`src/include/sbp_pkg.sv`:
```
// Package for the discoverable-parameter byte table and its serial read path.
// Assumes one 20 MHz clock; the SPI pins are sampled as asynchronous inputs.
// How it works
// - Byte 30h bits 1:0 read 01b
// - Byte 30h bit 2 reads one
// - Byte 30h bit 3 reads zero
// - Byte 30h bit 4 reads zero
// - Byte 30h bits 7:5 read 111b
// - Bit 16 reports dual-output fast read
// - Bits 18:17 report three-byte addressing only
// - Bit 19 reports no double-rate clocking
// - Byte 32h upper modes zero, 33h FFh
// - Bytes 38h/39h return 00h and FFh
// - Bytes 3Ah/3Bh return 00h and FFh
// - Zero codes mean wait/mode bits unsupported
// - Header pointer 30h, length 09h doublewords
package sbp_pkg;
	localparam logic [7:0] SBP_CMD_READ_PARAMS = 8'h5A;
	localparam logic [7:0] SBP_TABLE_BASE      = 8'h30;
	localparam logic [7:0] SBP_TABLE_LAST      = 8'h3B;
	localparam logic [7:0] SBP_HDR_PTR_ADDR    = 8'h0C;
	localparam logic [7:0] SBP_HDR_LEN_ADDR    = 8'h0B;
	localparam logic [7:0] SBP_HDR_LEN_VAL     = 8'h09;
	localparam logic [7:0] SBP_UNMAPPED_VAL    = 8'hFF;
	localparam logic [7:0] SBP_ERASE4K_OPCODE  = 8'h20;
	localparam logic [31:0] SBP_DENSITY_BITS   = 32'h003F_FFFF;
	localparam logic [1:0] SBP_ERASE_4K_CODE   = 2'h1;
	localparam logic [1:0] SBP_ADDR_3B_ONLY    = 2'h0;
	localparam logic [2:0] SBP_NO_MODE_BITS    = 3'h0;
	localparam logic [4:0] SBP_NO_WAIT_STATES  = 5'h00;
	localparam logic [7:0] SBP_NO_OPCODE       = 8'hFF;
	localparam int SBP_HDR_BYTES = 4; // opcode + 3 address bytes

	typedef struct packed {
		logic [7:0] data;
		logic [7:0] addr;
	} sbp_beat_t;

	typedef enum logic [3:0] {
		SBP_IDLE = 4'b0001,
		SBP_HDR  = 4'b0010,
		SBP_DUMMY = 4'b0100,
		SBP_DATA = 4'b1000
	} sbp_state_t;
endpackage

```
`src/design/sbp_rom.sv`:
```
// Basic parameter table ROM with a serial read front end.
// Assumes SPI mode 0 pins sampled well below MCLK/4; one clock domain only.
// SCLK high and low phases must each last at least three MCLK periods.
// Deselect flushes the frame, the buffer and the output pins.
`timescale 1ns/10ps
`default_nettype none
module sbp_rom
	import sbp_pkg::*;
#(
	parameter int BUF_DEPTH = 2
) (
	// Clock and reset
	input  wire logic MCLK_IN,
	input  wire logic SRST_IN,
	// SPI pins
	input  wire logic CS_N_IN,
	input  wire logic SCLK_IN,
	input  wire logic SI_IN,
	output logic      SO_OUT,
	output logic      SO_OE_OUT
);

	////////////////////////////////////////////////////////////////////
	function automatic logic [7:0] rom_byte(input logic [7:0] a);
		logic [7:0] b;
		b = SBP_UNMAPPED_VAL;
		// Header bytes other than length and pointer read as unmapped
		case (a)
			SBP_HDR_LEN_ADDR: b = SBP_HDR_LEN_VAL;
			SBP_HDR_PTR_ADDR: b = SBP_TABLE_BASE;
			8'h30: b = {3'h7,
				1'b0,
				1'b0,
				1'b1,
				SBP_ERASE_4K_CODE};
			8'h31: b = SBP_ERASE4K_OPCODE;
			8'h32: b = {1'b1, 3'h0,
				1'b0,
				SBP_ADDR_3B_ONLY,
				1'b1};
			8'h33: b = 8'hFF;
			8'h34: b = SBP_DENSITY_BITS[7:0];
			8'h35: b = SBP_DENSITY_BITS[15:8];
			8'h36: b = SBP_DENSITY_BITS[23:16];
			8'h37: b = SBP_DENSITY_BITS[31:24];
			8'h38, 8'h3A: b = {SBP_NO_MODE_BITS, SBP_NO_WAIT_STATES};
			8'h39, 8'h3B: b = SBP_NO_OPCODE;
			default: b = SBP_UNMAPPED_VAL;
		endcase
		return b;
	endfunction

	////////////////////////////////////////////////////////////////////
	// Pin synchronisers
	logic [1:0] cs_s_r;
	logic [1:0] sck_s_r;
	logic [1:0] si_s_r;
	logic       sck_d_r;
	// Chip select; two stages before anything reads it
	always_ff @(posedge MCLK_IN) begin
		cs_s_r <= {cs_s_r[0], CS_N_IN};
	end

	// Clock and data share one latency, so data lines up with its edge
	always_ff @(posedge MCLK_IN) begin
		sck_s_r <= {sck_s_r[0], SCLK_IN};
		si_s_r  <= {si_s_r[0], SI_IN};
	end

	// Edge detector taps the second stage only
	always_ff @(posedge MCLK_IN) begin
		sck_d_r <= sck_s_r[1];
	end
	wire logic cs_act = ~cs_s_r[1];
	wire logic sck_rise = sck_s_r[1] & ~sck_d_r;
	wire logic sck_fall = ~sck_s_r[1] & sck_d_r;

	////////////////////////////////////////////////////////////////////
	// Command and address capture
	sbp_state_t state_r;
	sbp_state_t state_nxt;
	logic [7:0] shin_r;
	logic [2:0] bit_r;
	logic [2:0] hdr_cnt_r;
	logic [7:0] addr_r;
	wire logic byte_done = sck_rise & (bit_r == 3'h7);
	wire logic [7:0] in_byte = {shin_r[6:0], si_s_r[1]};
	logic       cmd_taken_r; // First byte of this frame already decoded
	wire logic  in_idle   = (state_r == SBP_IDLE);
	wire logic  in_hdr    = (state_r == SBP_HDR);
	wire logic  in_data   = (state_r == SBP_DATA);
	wire logic  cmd_match = (in_byte == SBP_CMD_READ_PARAMS);
	// Counter runs 0..2 over the three address bytes
	wire logic  hdr_last  = (hdr_cnt_r == 3'(SBP_HDR_BYTES - 2));

	////////////////////////////////////////////////////////////////////
	// Byte buffer between ROM fetch and shifter
	// Two entries let the fetch run ahead, so a late load never starves the pin
	sbp_beat_t buf_mem [BUF_DEPTH];
	logic [1:0] buf_cnt_r;
	logic       wr_ptr_r;
	logic       rd_ptr_r;
	wire logic  buf_in_ready = (buf_cnt_r != 2'(BUF_DEPTH));
	wire logic  buf_in_valid = in_data;
	wire logic  buf_out_valid = (buf_cnt_r != 2'h0);
	wire logic [7:0] fetch_byte = rom_byte(addr_r);

	// Output shifter
	logic       shift_empty_r;
	logic [7:0] shout_r;
	logic [2:0] obit_r;
	wire logic  load_shift = buf_out_valid & shift_empty_r;
	wire logic  push = buf_in_valid & buf_in_ready;
	wire logic  shift_step = sck_fall & ~shift_empty_r;
	wire logic  shift_last = (obit_r == 3'h7);

	always_comb begin
		state_nxt = state_r;
		case (state_r)
			SBP_IDLE: begin
				// Later bytes of a refused frame are ignored until deselect
				if (byte_done && !cmd_taken_r && cmd_match)
					state_nxt = SBP_HDR;
			end
			SBP_HDR:   if (byte_done && hdr_last) state_nxt = SBP_DUMMY;
			SBP_DUMMY: if (byte_done) state_nxt = SBP_DATA;
			SBP_DATA:  state_nxt = SBP_DATA;
			default:   state_nxt = SBP_IDLE;
		endcase
		// Deselect overrides every transition
		if (!cs_act)
			state_nxt = SBP_IDLE;
	end

	always_ff @(posedge MCLK_IN) begin
		if (SRST_IN || !cs_act) begin
			state_r     <= SBP_IDLE;
			cmd_taken_r <= 1'b0;
		end else begin
			state_r <= state_nxt;
			if (byte_done && in_idle)
				cmd_taken_r <= 1'b1;
		end
	end

	// Input shifter; a partial byte at deselect is dropped
	always_ff @(posedge MCLK_IN) begin
		if (SRST_IN || !cs_act) begin
			bit_r  <= 3'h0;
			shin_r <= 8'h00;
		end else if (sck_rise) begin
			shin_r <= in_byte;
			bit_r  <= bit_r + 3'h1;
		end
	end

	// Address capture, then one step per fetched byte
	always_ff @(posedge MCLK_IN) begin
		if (SRST_IN || !cs_act) begin
			hdr_cnt_r <= 3'h0;
			addr_r    <= 8'h00;
		end else begin
			if (byte_done && in_hdr) begin
				hdr_cnt_r <= hdr_cnt_r + 3'h1;
				addr_r    <= in_byte; // Low address byte arrives last
			end
			if (push)
				addr_r <= addr_r + 8'h01;
		end
	end

	////////////////////////////////////////////////////////////////////
	// Buffer and output shifter; flushed at chip deselect
	always_ff @(posedge MCLK_IN) begin
		if (push)
			buf_mem[wr_ptr_r] <= '{data: fetch_byte, addr: addr_r};
	end

	always_ff @(posedge MCLK_IN) begin
		if (SRST_IN || !cs_act) begin
			buf_cnt_r <= 2'h0;
			wr_ptr_r  <= 1'b0;
			rd_ptr_r  <= 1'b0;
		end else begin
			buf_cnt_r <= buf_cnt_r + 2'(push) - 2'(load_shift);
			if (push)
				wr_ptr_r <= ~wr_ptr_r;
			if (load_shift)
				rd_ptr_r <= ~rd_ptr_r;
		end
	end

	// Output shifter; the next byte loads while the pin still shows bit 0
	always_ff @(posedge MCLK_IN) begin
		if (SRST_IN || !cs_act) begin
			shift_empty_r <= 1'b1;
			shout_r       <= 8'h00;
			obit_r        <= 3'h0;
		end else if (load_shift) begin
			shout_r       <= buf_mem[rd_ptr_r].data;
			shift_empty_r <= 1'b0;
			obit_r        <= 3'h0;
		end else if (shift_step) begin
			shout_r <= {shout_r[6:0], 1'b0};
			obit_r  <= obit_r + 3'h1;
			if (shift_last)
				shift_empty_r <= 1'b1;
		end
	end

	// Bit shows about three clocks after the pin edge; this caps SCLK
	always_ff @(posedge MCLK_IN) begin
		if (SRST_IN || !cs_act) begin
			SO_OUT    <= 1'b0;
			SO_OE_OUT <= 1'b0;
		end else if (shift_step) begin
			SO_OUT    <= shout_r[7];
			SO_OE_OUT <= 1'b1;
		end
	end

endmodule // sbp_rom
`default_nettype wire

```
`config.mk`:
```
export PLATFORM = sky130hd
export DESIGN_NAME = sbp_rom
export DESIGN_NICKNAME = d
export VERILOG_FILES = /design/src/include/sbp_pkg.sv /design/src/design/sbp_rom.sv
export SDC_FILE = /design/constraint.sdc
export NUM_CORES = 1
export LEC_CHECK = 0
export BUFFER_PORTS_ARGS = -buffer_cell sky130_fd_sc_hd__clkbuf_2
export CORE_AREA = 2 2 95 60
export DETAILED_ROUTE_END_ITERATION = 16
export DIE_AREA = 0 0 97 62
export GPL_ROUTABILITY_DRIVEN = 0
export PLACE_DENSITY = 0.76
export SYNTH_ARGS = -nofsm -noshare
export SYNTH_HDL_FRONTEND = slang
export SYNTH_SLANG_ARGS = --single-unit
```
`constraint.sdc`:
```
create_clock -name MCLK_IN -period 4.3 [get_ports MCLK_IN]
set_input_delay 1.075 -clock MCLK_IN [delete_from_list [all_inputs] [get_ports MCLK_IN]]
set_output_delay 1.075 -clock MCLK_IN [all_outputs]
set_load 0.02 [all_outputs]
```
### Word-level counts from Yosys, hierarchy flattened

Memories as Yosys holds them, arrays and structs flattened. A register that Yosys moved wholly into a read port is not among the register bits.
Cells that the tools add are included.

| storage, ports and cells | value |
|---|---|
| memories | 2 |
| memory bits (read-only) | 512 |
| flip-flop bits (word level) | 51 |
| bits in writable memories | 32 |
| logic and storage cells | 83 |
| bits of input ports | 5 |
| output and inout port bits | 2 |

| operators by class | value |
|---|---|
| reduce and logical (&&, ||, !) cells | 16 |
| add/subtract/negate cells | 6 |
| equality and inequality tests | 12 |
| bitwise gates (word level) | 11 |
| mux-type cells | 18 |

Memory list:

| name | depth | bits a word | rd ports | clocked after Yosys merged registers in | wr ports | RTL line | text |
|---|---|---|---|---|---|---|---|
| (name not given) | 64 | 8 | 1 | 1 | 0 | sbp_rom.sv:28 | `case (a)` |
| buf_mem | 2 | 16 | 1 | 1 | 1 | sbp_rom.sv:99 | `sbp_beat_t buf_mem [BUF_DEPTH];` |

Operator list:

| operator | number |
|---|---|
| $mux W8 | 5 |
| $pmux W4 S4 | 1 |
| $mux W4 | 3 |
| $mux W6 | 2 |
| $add A3 B1 Y3 const B | 3 |
| $add A8 B1 Y8 const B | 1 |
| $eq A8 B7 Y1 const B | 1 |
| $reduce_bool A2 Y1 | 4 |
| $mux W1 | 7 |
| $and A1 B1 Y1 | 6 |
| $eq A3 B3 Y1 const B | 2 |
| $logic_and A1 B1 Y1 | 5 |
| $not A1 Y1 | 5 |
| $eq A4 B1 Y1 const B | 1 |
| $eq A4 B2 Y1 const B | 1 |
| $eq A4 B3 Y1 const B | 1 |
| $eq A4 B4 Y1 const B | 1 |
| $ne A2 B1 Y1 const B | 2 |
| $ne A2 B2 Y1 const B | 2 |
| $reduce_or A2 Y1 | 2 |
| $eq A3 B2 Y1 const B | 1 |
| $reduce_and A3 Y1 | 1 |
| $add A2 B1 Y2 | 1 |
| $logic_not A2 Y1 | 1 |
| other kinds (4) | 4 |

### Depth between registers and ports, before layout

| depth | value |
|---|---|
| depth in word-level cells | 8 |
| gate-level depth with buffers | 13 |
| gate-level depth less buffers | 12 |

### Least setup slack after synthesis

OpenSTA, ideal clock, no wires.

| timing path | value |
|---|---|
| path type | input to register |
| from | input SRST_IN |
| to | register with a tool-made name |
| setup time | 0.125 ns |
| stages on the path | 7 |
| data required time | 4.175 ns |
| data arrival time | 2.402 ns |
| slack | 1.774 ns |
| buffers on the path | 0 |
| cell sequence | or2_2 > a31o_2 > inv_1 > ha_1 > o21ai_0 > a221oi_2 > nor2_1 |

RTL lines:

| element | RTL line | text |
|---|---|---|
| start, declared | sbp_rom.sv:14 | `input wire logic SRST_IN,` |

==> results.txt <==
The worst hold path passes through 0 cells. The count of different cell masters after synthesis came out at 47. The final-stage net count is 352.

The final wirelength came out at 5650 um. The area added between synthesis and finish came out at 8.20%. The post-route fraction of the period consumed by the critical path is 68.6%. The number of setup violations in the final report is 0.

After synthesis, the cell types taking the most area are sky130_fd_sc_hd__dfxtp_1 37%, sky130_fd_sc_hd__edfxtp_1 15%, sky130_fd_sc_hd__nor2_1 5.5%. The class of the tightest hold or removal check is flop to flop. The startpoint identified for the worst register-to-register timing path is state_r[3]. The final worst setup slack is 1.35 ns.

The max-slew headroom at the worst pin is 51.6%. The path with the worst hold slack has its endpoint at si_s_r[1]. The worst setup slack for register-to-register paths is 1.35 ns. In the synthesized netlist the dominant register cell turns out to be sky130_fd_sc_hd__dfxtp_1. The CTS sink count is 76. The final antenna diode count came out at 0. The clock latency on the worst-skew pair is 0.34 ns. The max-cap check violation count is 0. The warning count from the yosys run is 0.

The worst setup path is launched from a flop. The final number of hold-violating endpoints came out at 0. The number of buffers inserted by post-CTS setup repair is 0. Along the worst path, the maximum fanout reaches 11. Buffers inserted during clock tree synthesis total 9. The first global-routing pass estimated 9450 um of wire.

Setup total negative slack on the finished layout was measured at 0 ns. Setup repair after global routing left no endpoint under its margin. The row count is 21. The level count of the clock H-tree is 3. The share of synthesized flip-flops with an asynchronous set or reset came out at 0%.

Dividing total power by cell area gives a power density of 365 mW/mm2. The average wire per cell in the routed design is 13.9 um. TritonCTS built the clock tree.

Sequential elements use 52.5% of the synthesized area. Once the floorplan was initialized, standard cells occupied 60.7% of the core. The number of vias per cell came out at 5.60. Static timing analysis puts the maximum clock frequency at 0.339 GHz. The data required time at the worst endpoint is 4.52 ns.

The die height came out at 62 um. The cell area after technology mapping came out at 0.00321 mm2. The number of cell instances on the worst register-to-register path is 9.

The number of hold buffers added after cts came out at 0. For the worst setup path, the data arrival time is 3.16 ns. The number of design-rule violations left by the first detailed-router iteration is 131. CTS placed an instance of sky130_fd_sc_hd__clkbuf_8 at the clock tree root. The final routed DRC violation total came out at 0. The flow ran to the end, and the final reports show no timing, DRC or antenna violations. Prior to clock tree synthesis, the placed netlist has a worst setup slack of 1.07 ns. The largest vdd supply drop came out at 0.000226 V. The number of slew-limit violations in the final report was 0. The pin slew with the least headroom to its limit came out at 0.726 ns. The number of instances in the synthesized netlist is 327. The critical path is of the flop to flop type. The clock slew at the register clock pins of the worst setup and hold paths is 0.07 ns.

Leaving out fill and tap cells, the most frequent cell in the layout is sky130_fd_sc_hd__dfxtp_1. The number of antenna violations at the first check in global routing came to 0. Summed over its instances, the top area cell type makes up 37.5% of the synthesized netlist area. The post-synthesis net count is 346.

The number of global-route vias before repair came to 2,013. The post-route minimum period came out at 2.95 ns. The maximum number of pins on one net before global-route repair is 39. The estimated wirelength of the detail-placed design is 3960 um. The total I/O pin count came out at 7. The area of the die came out at 0.00601 mm2. The top cell types in the final layout, fill and taps aside, are 60 x sky130_fd_sc_hd__dfxtp_1, 47 x sky130_fd_sc_hd__nor2_1, 33 x sky130_fd_sc_hd__nand2_1. The number of buffer cells added on primary ports came out at 6.

Global routing used 20.5% of the available tracks. After synthesis, the mean cell area works out to 9.80 um2. The total number of vias came out at 2,278.

The cell type with the highest aggregate area in the netlist is sky130_fd_sc_hd__dfxtp_1. The critical path capture point type is a flop. The analysis attributes to cell leakage a power of 1.28 nW. The register bit count reported by yosys came out at 76. The area inside the core boundary came out at 0.00528 mm2. The first-pass detailed-route iteration total is 4.

The delay of the slowest critical-path stage is 0.56 ns. In this run, post-CTS repair resized a total of 0 instances. The signal on the critical path passes through or4b_4 > nor2_4 > inv_2 > a31oi_1 > and2_1 > ha_1 > o21ai_0 > a221oi_2 > nor2_1. In this run, synthesis inferred 16 flip-flops with an integrated enable. The die is 97 um wide.

The count of antenna-violating nets left after detailed routing is 0. The buffer depth of the longest clock path came out at 2. The remaining global-route overflow is 0. On the final layout, the worst clock skew is 0.00945 ns. The slowest stage of the critical path is the sky130_fd_sc_hd__or4b_4 cell. The proportion of layout cells with a drive suffix above 1 came out at 10.4%. In this run the most critical hold path is launched from si_s_r[0].
-- layout make-up --
class	count	area, um2
well taps	69	86.3
clock inverters	5	52.6
inverters	11	41.3
multi-input cells	226	1410
clock buffers	11	141
fillers	425	1810
flip-flops and latches	76	1680
repair buffers	9	52.6
-- layer usage --
layer,track usage [%],part of all wire (%)
met3,7.05,6.0
met2,31.9,43
met5,0,0
met4,7.24,0.50
met1,27.5,50
-- metrics by stage --
stage / std cells / total power, mW / utilization [%] / cell area, um2 / hold WS, ns
floorplan: 327 / 0.758 / - / 3210 / 0.310
global placement: 391 / 0.763 / 62.0 / 3270 / 0.310
detailed placement: 391 / 0.764 / 62.0 / 3270 / 0.316
CTS: 407 / 1.29 / 65.7 / 3470 / 0.338
global route: 407 / 1.31 / 65.7 / 3470 / 0.342
finish: 407 / 1.27 / 65.7 / 3470 / 0.333
-- power breakdown --
| part | switching (mW) | total [mW] | internal, mW | leakage, nW |
|---|---|---|---|---|
| clock | 0.238 | 0.519 | 0.281 | 0.0991 |
| combinational | 0.0123 | 0.0170 | 0.00465 | 0.508 |
| sequential | 0.00286 | 0.731 | 0.728 | 0.673 |
| total | 0.254 | 1.27 | 1.01 | 1.28 |
-- how the worst max path moves through the flow --
stage            to       start  cells after the start  slack (ns)
4_1_cts        flop  state_r[3]                      9        1.39
3_5_place_dp   flop     SRST_IN                      8        1.07
3_3_place_gp   flop     SRST_IN                      8        1.19
2_1_floorplan  flop     SRST_IN                      7        1.77
6_report       flop  state_r[3]                      9        1.35
5_1_grt        flop  state_r[3]                      9        1.07
-- cell families (layout without fill, tap and decap cells) --
| logic type | count (synthesis) | in the layout | share of synthesized area (%) |
|---|---|---|---|
| adder cells (fa/ha/maj) | 14 | 14 | 5.46 |
| multiplexers | 12 | 12 | 3.79 |
| buffers and inverters | 25 | 36 | 3.47 |
| flip-flops | 76 | 76 | 52.5 |
| AO/OA/AOI/OAI | 57 | 57 | 11.9 |
| AND/OR/NAND/NOR | 134 | 134 | 20.4 |
| XOR/XNOR | 9 | 9 | 2.46 |
-- cells in the mapped netlist (all sizes together) (8+ instances only) --
cell type  number
dfxtp          60
nor2           48
nand2          33
a21oi          18
edfxtp         16
ha             14
a221oi         11
inv            11
mux2i          11
or3            10
o21ai           9
clkbuf          8
nand3           8
-- critical path, delay by kind of cell, from the launching register on --
family                     cells  cell delay [ns]
AOI/OAI and AO/OA              3             0.79
adders and majority gates      1             0.21
buffers and inverters          1             0.17
DFF                            1             0.49
and+or+nand+nor                4             1.16
Power figures use the tool's default switching activity.
